### src/shared/power_event_pkg.sv
// Purpose: constants and carriers for the power event register slice
// Assumes: 32-bit AHB-Lite register bus, byte addresses as printed
// Notes: event bit positions within the enable words are parameters here
package power_event_pkg;

  // register byte offsets
  localparam logic [11:0] OFS_POF_FLAG = 12'h108;
  localparam logic [11:0] OFS_ENTRY_FLAG = 12'h114;
  localparam logic [11:0] OFS_EXIT_FLAG = 12'h118;
  localparam logic [11:0] OFS_PUBLISH = 12'h198;
  localparam logic [11:0] OFS_IRQ_EN = 12'h300;
  localparam logic [11:0] OFS_IRQ_EN_SET = 12'h304;
  localparam logic [11:0] OFS_IRQ_EN_CLR = 12'h308;
  localparam logic [11:0] OFS_STATUS = 12'h310;

  // field positions
  localparam int BIT_POF = 0;
  localparam int BIT_ENTRY = 5;
  localparam int BIT_EXIT = 6;
  localparam int CHAN_IDX_W = 16;
  localparam int PUB_EN_BIT = 31;
  localparam int NUM_EV = 3;

  // reset values
  localparam logic [31:0] RST_PUBLISH = 32'h0000_0000;
  localparam logic [NUM_EV-1:0] RST_EV = 3'h0;

  localparam logic [1:0] HTRANS_NONSEQ = 2'h2;
  localparam logic [1:0] HRESP_OKAY = 2'h0;

  // internal event order: 0 power-fail warning, 1 sleep entry, 2 sleep exit
  typedef struct packed {
    logic cpu_sleep_exit_event;
    logic cpu_sleep_entry_event;
    logic power_fail_warning_event;
  } power_events_t;

  typedef struct packed {
    logic valid;
    logic [CHAN_IDX_W-1:0] channel_index;
  } publish_out_t;

  typedef enum logic [0:0] {
    BUS_IDLE = 1'b0,
    BUS_WAIT = 1'b1
  } bus_state_t;

endpackage : power_event_pkg

### src/sticky_flag_bank.sv
// Purpose: sticky event flags with write-one-to-clear
// Assumes: set and clear are one-cycle strobes on hclk
// Notes: a set in the same cycle as its clear wins
module sticky_flag_bank #(
  parameter int WIDTH = 3
) (
  // clock and reset
  input wire logic hclk,
  input wire logic hresetn,
  // strobes
  input wire logic [WIDTH-1:0] set,
  input wire logic [WIDTH-1:0] clr,
  // state
  output logic [WIDTH-1:0] flags
);
  logic [WIDTH-1:0] flags_q;
  logic [WIDTH-1:0] flags_d;

  always_comb begin
    flags_d = (flags_q & ~clr) | set;
  end

  always_ff @(posedge hclk or negedge hresetn) begin
    if (!hresetn) begin
      flags_q <= '0;
    end else begin
      flags_q <= flags_d;
    end
  end

  assign flags = flags_q;
endmodule : sticky_flag_bank

### src/power_event_irq_publish_regs.sv
// Purpose: sleep-exit publish config and power event interrupt enables
// Assumes: AHB-Lite single word transfers, one wait state each
// Notes: events are one-cycle pulses from the power controller
module power_event_irq_publish_regs
  import power_event_pkg::*;
(
  // clock and reset
  input wire logic hclk,
  input wire logic hresetn,
  // ahb-lite slave
  input wire logic hsel,
  input wire logic [11:0] haddr,
  input wire logic [1:0] htrans,
  input wire logic hwrite,
  input wire logic [2:0] hsize,
  input wire logic [31:0] hwdata,
  input wire logic hready,
  output logic hreadyout,
  output logic [31:0] hrdata,
  output logic [1:0] hresp,
  // power events in
  input wire power_event_pkg::power_events_t events,
  // interconnect and interrupt out
  output power_event_pkg::publish_out_t publish,
  output logic irq
);
  import power_event_pkg::*;

  // spread internal event bits onto their register positions
  function automatic logic [31:0] to_word(input logic [NUM_EV-1:0] v);
    logic [31:0] w;
    w = 32'h0000_0000;
    w[BIT_POF] = v[0];
    w[BIT_ENTRY] = v[1];
    w[BIT_EXIT] = v[2];
    return w;
  endfunction : to_word

  function automatic logic [NUM_EV-1:0] from_word(input logic [31:0] w);
    return {w[BIT_EXIT], w[BIT_ENTRY], w[BIT_POF]};
  endfunction : from_word

  // bus state
  bus_state_t state_q, state_d;
  logic [11:0] addr_q, addr_d;
  logic write_q, write_d;
  logic ready_q, ready_d;
  logic [31:0] rdata_q, rdata_d;

  // register state
  logic [31:0] publish_cfg_q, publish_cfg_d;
  logic [NUM_EV-1:0] irq_en_q, irq_en_d;
  publish_out_t publish_q, publish_d;
  logic irq_q, irq_d;

  logic [NUM_EV-1:0] status;
  logic [NUM_EV-1:0] status_clr;
  logic accept;
  logic wr_fire;
  logic rd_fire;

  assign accept = hsel && (htrans == HTRANS_NONSEQ) && hready && ready_q;
  assign wr_fire = (state_q == BUS_WAIT) && write_q;
  assign rd_fire = (state_q == BUS_WAIT) && !write_q;

  // one wait state keeps a read behind any earlier write
  always_comb begin
    state_d = state_q;
    addr_d = addr_q;
    write_d = write_q;
    ready_d = ready_q;
    rdata_d = rdata_q;
    unique case (state_q)
      BUS_IDLE: begin
        if (accept) begin
          state_d = BUS_WAIT;
          addr_d = {haddr[11:2], 2'b00};
          write_d = hwrite;
          ready_d = 1'b0;
        end
      end
      BUS_WAIT: begin
        state_d = BUS_IDLE;
        ready_d = 1'b1;
        rdata_d = 32'h0000_0000;
        if (!write_q) begin
          unique case (addr_q)
            OFS_POF_FLAG: rdata_d = {31'h0, status[0]};
            OFS_ENTRY_FLAG: rdata_d = {31'h0, status[1]};
            OFS_EXIT_FLAG: rdata_d = {31'h0, status[2]};
            OFS_PUBLISH: rdata_d = publish_cfg_q;
            OFS_IRQ_EN, OFS_IRQ_EN_SET, OFS_IRQ_EN_CLR: rdata_d = to_word(irq_en_q);
            OFS_STATUS: rdata_d = to_word(status);
            default: rdata_d = 32'h0000_0000;
          endcase
        end
      end
    endcase
  end

  always_ff @(posedge hclk or negedge hresetn) begin
    if (!hresetn) begin
      state_q <= BUS_IDLE;
      addr_q <= 12'h000;
      write_q <= 1'b0;
      ready_q <= 1'b1;
      rdata_q <= 32'h0000_0000;
    end else begin
      state_q <= state_d;
      addr_q <= addr_d;
      write_q <= write_d;
      ready_q <= ready_d;
      rdata_q <= rdata_d;
    end
  end

  // register writes, publishing and interrupt
  always_comb begin
    publish_cfg_d = publish_cfg_q;
    irq_en_d = irq_en_q;
    status_clr = '0;
    if (wr_fire) begin
      unique case (addr_q)
        OFS_PUBLISH: begin
          publish_cfg_d = 32'h0000_0000;
          publish_cfg_d[CHAN_IDX_W-1:0] = hwdata[CHAN_IDX_W-1:0];
          publish_cfg_d[PUB_EN_BIT] = hwdata[PUB_EN_BIT];
        end
        OFS_IRQ_EN: irq_en_d = from_word(hwdata);
        OFS_IRQ_EN_SET: irq_en_d = irq_en_q | from_word(hwdata);
        OFS_IRQ_EN_CLR: irq_en_d = irq_en_q & ~from_word(hwdata);
        OFS_STATUS: status_clr = from_word(hwdata);
        default: ;
      endcase
    end
    publish_d.valid = events.cpu_sleep_exit_event && publish_cfg_q[PUB_EN_BIT];
    publish_d.channel_index = publish_cfg_q[CHAN_IDX_W-1:0];
    irq_d = |(status & irq_en_q);
  end

  always_ff @(posedge hclk or negedge hresetn) begin
    if (!hresetn) begin
      publish_cfg_q <= RST_PUBLISH;
      irq_en_q <= RST_EV;
      publish_q <= '0;
      irq_q <= 1'b0;
    end else begin
      publish_cfg_q <= publish_cfg_d;
      irq_en_q <= irq_en_d;
      publish_q <= publish_d;
      irq_q <= irq_d;
    end
  end

  sticky_flag_bank #(
    .WIDTH(NUM_EV)
  ) u_status (
    .hclk(hclk),
    .hresetn(hresetn),
    .set(events),
    .clr(status_clr),
    .flags(status)
  );

  assign hreadyout = ready_q;
  assign hrdata = rdata_q;
  assign hresp = HRESP_OKAY;
  assign publish = publish_q;
  assign irq = irq_q;
endmodule : power_event_irq_publish_regs

### config.mk
export PLATFORM = sky130hd
export DESIGN_NAME = power_event_irq_publish_regs
export DESIGN_NICKNAME = d
export VERILOG_FILES = /design/src/shared/power_event_pkg.sv /design/src/sticky_flag_bank.sv /design/src/power_event_irq_publish_regs.sv
export SDC_FILE = /design/constraint.sdc
export NUM_CORES = 1
export LEC_CHECK = 0
export ABC_AREA = 1
export ABC_CLOCK_PERIOD_IN_PS = 3500
export BUFFER_PORTS_ARGS = -buffer_cell sky130_fd_sc_hd__buf_4
export CAP_MARGIN = 20
export CORE_AREA = 2 2 77 153
export CTS_CLUSTER_DIAMETER = 150
export CTS_CLUSTER_SIZE = 12
export DETAILED_ROUTE_END_ITERATION = 16
export DIE_AREA = 0 0 79 155
export SLEW_MARGIN = 20
export SYNTH_ARGS = -nofsm -noshare
export SYNTH_HDL_FRONTEND = slang
export SYNTH_HIERARCHICAL = 1
export SYNTH_SLANG_ARGS = --single-unit
### constraint.sdc
create_clock -name hclk -period 3.5 [get_ports hclk]
set_input_delay 0.525 -clock hclk [delete_from_list [all_inputs] [get_ports hclk]]
set_output_delay 0.525 -clock hclk [all_outputs]
set_load 0.005 [all_outputs]
# Word level (Yosys, flattened, before mapping)
# Cells that the tools add are included.
[classes]
mux = 9
n_div = 0
bitwise_logic = 8
n_mul = 0
order_cmp = 0
n_reduce_logical = 11
eq_ne = 10
n_addsub = 0
shift = 0
[op_table]
columns = ["cell", "count"]
rows = [
  ["$pmux W32 S6", 1],
  ["$eq A10 B7 Y1 const B", 4],
  ["$eq A10 B8 Y1 const B", 4],
  ["$mux W32", 1],
  ["$and A3 B3 Y3", 3],
  ["$pmux W3 S3", 1],
  ["$mux W3", 2],
  ["$not A3 Y3", 2],
  ["$or A3 B3 Y3", 2],
  ["$reduce_and A2 Y1", 3],
  ["$reduce_or A3 Y1", 2],
  ["$logic_and A1 B1 Y1", 5],
  ["$pmux W1 S2", 2],
  ["$reduce_bool A3 Y1", 1],
  ["$eq A2 B2 Y1 const B", 1],
  ["$mux W1", 2],
  ["$ne A2 B2 Y1 const B", 1],
  ["$not A1 Y1", 1],
]
[totals]
inputBits = 57
mem_bits_ro = 0
word_cells = 49
output_inout_bits = 53
mem_count = 0
latch_bits = 0
ramBits = 0
ff_bits = 86

# Longest topological paths before layout
# Gate-level depths: netlist (run 1).
[depth]
depth_word = 6
depth_mapped = 12
mapped_depth_nobuf = 12

# Hierarchy
# The synthesis (run 1) kept the hierarchy.
[by_module_without_submodules]
columns = ["mod", "instances", "seq_area_each_um2", "cells_each", "area_each_um2"]
rows = [
  ["power_event_irq_publish_regs", 1, 1702.9, 293, 2912.8],
  ["sticky_flag_bank", 1, 75.1, 15, 120.1],
]

# Worst setup path before layout (run 1)
# OpenSTA, ideal clock, no wires.
[synth_timing]
path_kind = "reg-to-reg"
from = "reg addr_q[11]"
to = "reg publish_cfg_q[10]"
arrival_ns = 1.303
path_slack_ns = 2.071
path_buffers = 1
synth_period_minus_slack_ns = 1.429
path_stages_with_launch = 7
setup_time_ns = 0.125
required_time_ns = 3.375
cell_sequence = "dfrtp_1 -> nor2_4 -> nand2_2 -> nor2_4 -> nand3_2 -> buf_6 -> mux2_4"
[synth_between]
elab_chain_cells = 2
[synth_rtl]
columns = ["item", "line", "text"]
rows = [
  ["start: declaration", "power_event_irq_publish_regs.sv:45", "logic [11:0] addr_q, addr_d;"],
  ["start signal: assignment", "power_event_irq_publish_regs.sv:110", "addr_q <= addr_d;"],
  ["$eq A10 B7 Y1", "power_event_irq_publish_regs.sv:123", "unique case (addr_q)"],
  ["$reduce_and A2 Y1 (no line)", "n/a", ""],
  ["end signal: assignment", "power_event_irq_publish_regs.sv:148", "publish_cfg_q <= publish_cfg_d;"],
  ["end: declaration", "power_event_irq_publish_regs.sv:51", "logic [31:0] publish_cfg_q, publish_cfg_d;"],
]
# Every way passes these cells.
# A chain may end at the register's enable or synchronous reset.

# Worst setup path after layout (run 1)
[layout_timing]
from = "reg addr_q[11]"
to = "reg publish_cfg_q[14]"
# Same word-level chain as after synthesis.

==> flow_metrics.tcl, run 1 <==
set metrics [dict create \
    antenna_cells 0 \
    regArea_um2 1780 \
    setup_viol 0 \
    cp-end-kind "flip-flop" \
    ir_drop_uv 270 \
    yosysTopAreaCell "dfrtp_1" \
    postCtsHoldBufs 0 \
    crit_type "flip-flop to flip-flop" \
    seq_area_frac_synth 0.586 \
    synth-simple-area-share 0.188 \
    vias_per_cell 4.04 \
    synth_top_flop_cell "dfrtp_1" \
    vias 2141 \
    nets 440 \
    clk_pin_slew_ns 0.05 \
    slew_headroom 0.419 \
    synthMuxAreaShare 0.0693 \
    routed_wl_um 6100 \
    drive_gt1_frac 0.284 \
    synth_top_family_by_area "simple AND/OR/NAND/NOR gates" \
    layout_commonest_cell "nand2_1" \
    crit_start "addr_q[11]" \
    drc 0 \
    layout.cells.non_filler 530 \
    met2WireLength_um 2670 \
    fmax_mhz 503 \
    arrival_ns 2.19 \
    rsz0062_at_grt "no" \
    grt_pass1_vias 2130 \
    row_count 55 \
    p_int_mw 1.49 \
    syn_inst 308 \
    grt_max_degree 72 \
    synthXorXnorAreaFrac 0 \
    ys_seq_elements 71 \
    power_switching_mw 0.433 \
    tightest_slew_ns 0.872 \
    htree_num_levels 3 \
    r2r_start "addr_q[11]" \
    total_power_mw 1.92 \
    min_period_ns 1.99 \
    startpoint_type "flip-flop" \
    finalHoldViolations 0 \
    n_fill_cell 1147 \
    synth_compound_area_frac 0.0590 \
    status "complete, no violations" \
    core-area_um2 11100 \
    seq_power_share 0.470 \
    synth.area.top_cells "dfrtp_1 58%, nand2_1 11%, mux2_4 6.9%, o21ai_0 5.0%, buf_4 4.2%" \
    routed.top_layer "met4" \
    drt-pass1-iter-count 4 \
    grtUsageTotal 0.109 \
    multi_input_area_um2 1020 \
    power_frac_comb 0.094 \
    regToRegSetupSlack_ns 1.51 \
    cts_setup_buffers 0 \
    die_h_um 155 \
    power.density_nw_per_um2 490 \
    cts_buffer_depth 2 \
    root_buffer "clkbuf_16" \
    wl_per_cell_um 11.5 \
    worstPathRequired_ns 3.71 \
    cts-buffers-inserted 9 \
    cts-resized-gates 0 \
    area_growth_pct 29.4 \
    hold_path_class "primary input to asynchronous set/reset pin" \
    clock_skew_ns 0.00516 \
    syn_area_per_cell_um2 9.85 \
    synth_edf_count 0 \
    floorplan.die_area_um2 12200 \
    synth_fa_ha_area_frac 0 \
    portBuffers 72 \
    ant_nets 0 \
    worst-r2r-cell-count 5 \
    p_leak_nw 1.99 \
    fin_crit_sh 0.568 \
    pin_count 110 \
    place_congestion 0.801 \
    synth_warnings 6 \
    cap_violations 0 \
    worstPathMaxFanout 20 \
    p_clk_frac 0.436 \
    async_flop_share 1.00 \
    finalSetupTns_ns 0 \
    wl_met1_um 2810 \
    drtIter0Drc 152 \
    synth_top_area_frac 0.578 \
    final_core_util 0.352 \
    final_cell_mix "91 x nand2_1, 73 x buf_4, 70 x dfrtp_1" \
    maxSlewViolCount 0 \
    clock_latency_ns 0.33 \
    p_sw_frac 0.225 \
    placedCellCount 514 \
    synth_cell_types 27 \
    hpwl_um 4280 \
    netlist_area_um2 3030 \
    grt_pass1_wl_um 10400 \
    clock_sinks 71 \
    grt_remaining_overflow 0 \
    antenna_found_initial 0 \
    start_util 0.272 \
    dr_wl_met3_um 448 \
    cts_tree "done" \
    die_w_um 79 \
]
-- kinds of logic after synthesis --
kind of cell / count (synthesis)
other: 1
DFF: 71
buffers and inverters: 56
and+or+nand+nor: 132
muxes: 14
AOI/OAI and AO/OA: 34
-- sequential cells by signal (all words and copies together) (netlist names) --
register        cells
hreadyout           1
state_q             1
publish            17
addr_q             10
publish_cfg_q      17
irq_en_q            3
u_status/flags      3
hrdata             17
write_q             1
irq                 1
-- area by class of cell --
| type | instances | area share |
|---|---|---|
| clock buffer | 16 | 0.0717 |
| inverter | 31 | 0.0297 |
| multi-input combinational | 197 | 0.261 |
| sequential | 71 | 0.453 |
| tap | 142 | 0.0453 |
| timing repair buffer | 73 | 0.140 |
-- stage by stage --
step	instance area (um^2)	setup WS, ns	hold WS, ns
after global placement	3640	1.52	0.386
after global routing	3920	1.34	0.396
final	3920	1.51	0.294
after floorplan	3090	2.07	0.229
after CTS	3920	1.47	0.357
after detailed placement	3640	1.48	0.390
-- cell usage after synthesis (2+ instances only) --
cell type and number:
buf_2 3, buf_4 17, buf_6 2, clkbuf_1 3, dfrtp_1 70, inv_1 28
inv_2 3, mux2_4 14, nand2_1 91, nand3_1 10, nand4_1 2, nor2_1 16
nor2_4 3, nor3_1 3, nor3b_1 2, o21ai_0 30
-- layer usage --
layer,up-vias,track usage
met5,-,0
met1,965,0.148
met2,79,0.155
li1,1084,-
met4,0,0.0616
met3,13,0.0325
-- path summary, 6_finish.rpt --
check | end
worst min register to register | publish[15]
worst max-delay path | publish_cfg_q[14]
worst max register to register | publish_cfg_q[14]
worst min-delay path | irq_en_q[1]
max in group asynchronous | addr_q[6]
min in group hclk | addr_q[11]
-- worst max-delay path, cell delays in order, from the launching register on --
cell	delay, ns
dfrtp_1	0.40
nor2_4	0.20
nand2_2	0.09
nor2_4	0.14
nand3_2	0.53
mux2_4	0.50
-- power groups by stage --
stage	sequential [mW]	combinational, mW	clock (mW)
global placement	0.916	0.182	0
finish	0.903	0.182	0.838
global route	0.909	0.208	0.914
floorplan	0.913	0.111	0
CTS	0.903	0.185	0.864
detailed placement	0.916	0.184	0
Power figures use the tool's default switching activity.
==> run 2: changes to the inputs <==
--- a/config.mk
+++ b/config.mk
@@ -5,15 +5,15 @@
 export SDC_FILE = /design/constraint.sdc
 export NUM_CORES = 1
 export LEC_CHECK = 0
-export ABC_AREA = 1
-export ABC_CLOCK_PERIOD_IN_PS = 3500
+export ABC_AREA = 0
+export ABC_CLOCK_PERIOD_IN_PS = 1900
 export BUFFER_PORTS_ARGS = -buffer_cell sky130_fd_sc_hd__buf_4
 export CAP_MARGIN = 20
-export CORE_AREA = 2 2 77 153
+export CORE_AREA = 2 2 74 147
 export CTS_CLUSTER_DIAMETER = 150
 export CTS_CLUSTER_SIZE = 12
 export DETAILED_ROUTE_END_ITERATION = 16
-export DIE_AREA = 0 0 79 155
+export DIE_AREA = 0 0 76 149
 export SLEW_MARGIN = 20
 export SYNTH_ARGS = -nofsm -noshare
 export SYNTH_HDL_FRONTEND = slang
==> constraint.sdc (replaced) <==
create_clock -name hclk -period 1.9 [get_ports hclk]
set_input_delay 0.285 -clock hclk [delete_from_list [all_inputs] [get_ports hclk]]
set_output_delay 0.285 -clock hclk [all_outputs]
set_load 0.005 [all_outputs]
==> flow_metrics.tcl, run 2 <==
set metrics [dict create \
    status "complete, no violations" \
    start_util 0.273 \
    syn_inst 201 \
    vias_per_cell 4.34 \
    timing.rr.end "publish_cfg_q[7]" \
    finalHoldViolations 0 \
    worst-r2r-cell-count 5 \
    clock_latency_ns 0.32 \
    floorplan.die_area_um2 11300 \
    portBuffers 72 \
    yosysMostFrequentCell "dfrtp_1" \
    placedCellCount 411 \
    hpwl_um 4310 \
    hold_path_class "primary input to flip-flop" \
    total_power_mw 3.53 \
    netlist_area_um2 2810 \
    drt-pass1-iter-count 5 \
    layout.cells.non_filler 427 \
    finalSetupTns_ns 0 \
    maxSlewViolCount 0 \
    grtUsageTotal 0.105 \
    die_w_um 76 \
    cp-end-kind "flip-flop" \
    fin_ws_ns 0.140 \
    antenna_found_initial 0 \
    startpoint_type "flip-flop" \
    final_cell_mix "77 x buf_4, 70 x dfrtp_1, 20 x mux2_2, 20 x a22o_1, 17 x conb_1" \
    p_leak_nw 1.92 \
    dr_wl_met3_um 460 \
    min_to "u_status/flags[1]" \
    rsz0062_at_grt "no" \
    synth_cell_types 35 \
    regArea_um2 1780 \
    drc 0 \
    arrival_ns 1.97 \
    place_congestion 0.874 \
    drtIter0Drc 78 \
    routed.top_layer "met4" \
    multi_input_area_um2 903 \
    min-delay-start "events[1]" \
    grt_pass1_vias 1837 \
    min_period_ns 1.76 \
    vias 1853 \
    synth_top_area_frac 0.624 \
    yosysTopAreaCell "dfrtp_1" \
    clk_pin_slew_ns 0.05 \
    grt_pass1_wl_um 9270 \
    worstPathMaxFanout 15 \
    wl_per_cell_um 13.5 \
    clock_sinks 71 \
    cts_tree "done" \
    grt_max_degree 41 \
    drive_gt1_frac 0.417 \
    pin_count 110 \
    worstPathRequired_ns 2.11 \
    ys_seq_elements 71 \
    synth_edf_count 0 \
    core-area_um2 10300 \
    async_flop_share 1.00 \
    wl_met1_um 2370 \
    slew_headroom 0.663 \
    fin_crit_sh 0.926 \
    row_count 53 \
    min_path_cells 2 \
    synth_warnings 6 \
    fmax_mhz 568 \
    area_growth_pct 34.9 \
    place_ws_ns 0.133 \
    crit_type "flip-flop to flip-flop" \
    clock_skew_ns 0.00394 \
    antenna_cells 0 \
    synth_top_flop_cell "dfrtp_1" \
    ir_drop_uv 581 \
    syn_area_per_cell_um2 14.0 \
    n_fill_cell 1018 \
    synth_commonest_cells "70 x dfrtp_1, 20 x a22o_1, 20 x mux2_2" \
    power.density_nw_per_um2 932 \
    routed_wl_um 5760 \
    cts-buffers-inserted 9 \
    htree_num_levels 3 \
    ant_nets 0 \
    grt_remaining_overflow 0 \
    nets 343 \
    die_h_um 149 \
    r2r_start "addr_q[11]" \
    tightest_slew_ns 0.506 \
    cts_setup_buffers 0 \
    cts_buffer_depth 2 \
    seq_area_frac_synth 0.634 \
    root_buffer "clkbuf_16" \
    cap_violations 0 \
    layout_commonest_cell "buf_4" \
    met2WireLength_um 2830 \
    setup_viol 0 \
    regToRegSetupSlack_ns 0.14 \
    synth.area.top_cells "dfrtp_1 62%, mux2_2 8.0%, a22o_1 6.2%, buf_4 4.8%, mux2_1 2.4%" \
]
## run 2: final cells by class
class	count	share of cell area
flip-flops and latches	71	0.470
repair buffers	80	0.166
clock inverters	5	0.00893
clock buffers	10	0.0632
multi-input cells	116	0.239
inverters	8	0.00794
well taps	137	0.0453
## run 2: worst max path at each step
stage	slack (ns)	endpoint	start
4_1_cts	0.12	publish_cfg_q[1]	addr_q[9]
2_1_floorplan	0.18	publish_cfg_q[0]	addr_q[9]
5_1_grt	0.01	hrdata[7]	addr_q[11]
6_report	0.14	publish_cfg_q[7]	addr_q[11]
3_3_place_gp	0.15	publish_cfg_q[11]	addr_q[9]
3_5_place_dp	0.13	publish_cfg_q[7]	addr_q[9]
## run 2: kinds of logic (layout without fill, tap and decap cells)
logic type             Yosys count  after routing  synth area share
multiplexers                    26             26             0.104
other                            1             17           0.00134
AND/OR/NAND/NOR                 35             35            0.0883
AO/OA/AOI/OAI                   38             38             0.104
flip-flops                      71             71             0.634
buffers and inverters           30            103            0.0678
## run 2: critical path, cell delays in order, from the launching register on
cell and delay, ns:
dfrtp_1 0.42, nor4b_4 0.40, nand4_4 0.19, nor2_8 0.14
buf_12 0.16, mux2_2 0.34
## run 2: timing repair
item / 4_1_cts / 5_1_grt
endpoints found under the hold margin: 38 / 0
resized for setup: 0 / 1
endpoints found under the setup margin: 0 / 7
hold buffers: 1 / 0
## run 2: metal layers
layer | global-route usage | up-vias
met5 | 0 | -
met4 | 0.0573 | 0
met3 | 0.0400 | 11
met2 | 0.163 | 87
met1 | 0.127 | 899
li1 | - | 856
## run 2: through the flow
stage               hold slack (ns)  cell area [um^2]   util
CTS                           0.131              3780  0.367
detailed placement            0.293              3490  0.340
finish                        0.146              3780  0.368
global route                  0.132              3780  0.368
floorplan                   -0.0106              2870      -
global placement              0.284              3490  0.340
## run 2: report_power, final
part / switching [mW] / internal (mW) / total, mW
logic: 0.137 / 0.181 / 0.318
clock network: 0.592 / 0.909 / 1.50
registers: 0.104 / 1.60 / 1.71
==> run 3: changes to the inputs <==
--- a/config.mk
+++ b/config.mk
@@ -5,15 +5,15 @@
 export SDC_FILE = /design/constraint.sdc
 export NUM_CORES = 1
 export LEC_CHECK = 0
-export ABC_AREA = 0
+export ABC_AREA = 1
 export ABC_CLOCK_PERIOD_IN_PS = 1900
 export BUFFER_PORTS_ARGS = -buffer_cell sky130_fd_sc_hd__buf_4
 export CAP_MARGIN = 20
-export CORE_AREA = 2 2 74 147
+export CORE_AREA = 2 2 77 153
 export CTS_CLUSTER_DIAMETER = 150
 export CTS_CLUSTER_SIZE = 12
 export DETAILED_ROUTE_END_ITERATION = 16
-export DIE_AREA = 0 0 76 149
+export DIE_AREA = 0 0 79 155
 export SLEW_MARGIN = 20
 export SYNTH_ARGS = -nofsm -noshare
 export SYNTH_HDL_FRONTEND = slang
==> flow_metrics.tcl, run 3 (synthesis results as in run 1) <==
set metrics [dict create \
    area_growth_pct 32.8 \
    final_cell_mix "91 x nand2_1, 77 x buf_4, 70 x dfrtp_1" \
    wl_per_cell_um 11.5 \
    fmax_mhz 613 \
    clock_sinks 71 \
    vias 2201 \
    ir_drop_uv 466 \
    p_leak_nw 2.04 \
    drtIter0Drc 142 \
    cp-end-kind "flip-flop" \
    nets 446 \
    arrival_ns 1.84 \
    ant_nets 0 \
    antenna_cells 0 \
    cpPeakStageDelay_ns 0.40 \
    grt_pass1_vias 2171 \
    total_power_mw 3.80 \
    min_period_ns 1.63 \
    crit_top_cell "nor2_4" \
    cp_slowest_cell "dfrtp_1" \
    drc 0 \
    start_util 0.272 \
    row_count 55 \
    hpwl_um 4530 \
    fin_ws_ns 0.269 \
    antenna_found_initial 0 \
    core-area_um2 11100 \
    regToRegSetupSlack_ns 0.27 \
    path_buf_inv 1 \
    grt_remaining_overflow 0 \
    crit_chain "nor2_4 > nand2_2 > nor2_4 > nand3_2 > buf_12 > mux2_4" \
    power.density_nw_per_um2 943 \
    portBuffers 72 \
    finalHoldViolations 0 \
    place_ws_ns 0.276 \
    worstPathMaxFanout 14 \
    hold_path_class "primary input to flip-flop" \
    grtUsageTotal 0.110 \
    layout_commonest_cell "nand2_1" \
    clock_skew_ns 0.00460 \
    status "complete, no violations" \
    fin_crit_sh 0.858 \
    cts_setup_buffers 0 \
    drive_gt1_frac 0.299 \
    cap_violations 0 \
    floorplan.die_area_um2 12200 \
    cts_tree "done" \
    layout.cells.non_filler 536 \
    maxSlewViolCount 0 \
    postCtsHoldBufs 1 \
    pin_count 110 \
    setup_viol 0 \
    die_h_um 155 \
    cts-buffers-inserted 9 \
    worstPathRequired_ns 2.11 \
    finalSetupTns_ns 0 \
    drt-pass1-iter-count 4 \
    path_delay_family "simple AND/OR/NAND/NOR gates" \
    cts-resized-gates 0 \
    clk_pin_slew_ns 0.05 \
    vias_per_cell 4.11 \
    crit_type "flip-flop to flip-flop" \
    grt_max_degree 46 \
    slew_headroom 0.631 \
    root_buffer "clkbuf_16" \
    tightest_slew_ns 0.554 \
    rsz0062_at_grt "no" \
    cts_buffer_depth 2 \
    place_congestion 0.834 \
    routed_wl_um 6180 \
    die_w_um 79 \
    startpoint_type "flip-flop" \
    clock_latency_ns 0.33 \
    grt_pass1_wl_um 10400 \
    htree_num_levels 3 \
    placedCellCount 519 \
]
[run 3: worst paths after layout]
path	end	from	cells after the start
max	publish_cfg_q[2]	addr_q[11]	6
min	addr_q[11]	haddr[11]	3
max reg2reg	publish_cfg_q[2]	addr_q[11]	6
min reg2reg	publish[14]	publish_cfg_q[14]	0
max in group asynchronous	publish[4]	hresetn	3
min in group asynchronous	publish_cfg_q[6]	hresetn	2
[run 3: per-layer routing]
layer | vias up | GRT usage | routed length [um]
li1 | 1102 | - | -
met1 | 1001 | 0.145 | 2810
met2 | 87 | 0.160 | 2660
met3 | 11 | 0.0481 | 609
met4 | 0 | 0.0369 | 98
met5 | - | 0 | 0
[run 3: worst reg2reg max path: stages, from the launching register on]
cell     delay (ns)
dfrtp_1        0.40
nor2_4         0.21
nand2_2        0.09
nor2_4         0.13
nand3_2        0.17
buf_12         0.21
mux2_4         0.30
[run 3: stage by stage]
| step | hold WS, ns | utilization | cell area, um^2 |
|---|---|---|---|
| floorplan | -0.0106 | - | 3090 |
| global placement | 0.314 | 0.331 | 3690 |
| detailed placement | 0.322 | 0.331 | 3690 |
| CTS | 0.149 | 0.361 | 4030 |
| global route | 0.151 | 0.361 | 4030 |
| finish | 0.153 | 0.361 | 4030 |
[run 3: area by class of cell]
class	instances	area, um^2
fillers	1157	7120
flip-flops and latches	71	1780
multi-input cells	197	1020
repair buffers	79	608
clock buffers	11	243
well taps	142	178
inverters	31	116
clock inverters	5	81.3
[run 3: power breakdown]
group,leakage [nW],switching (mW),internal (mW)
logic,1.02,0.189,0.155
clock network,0.156,0.607,1.18
registers,0.859,0.0608,1.60
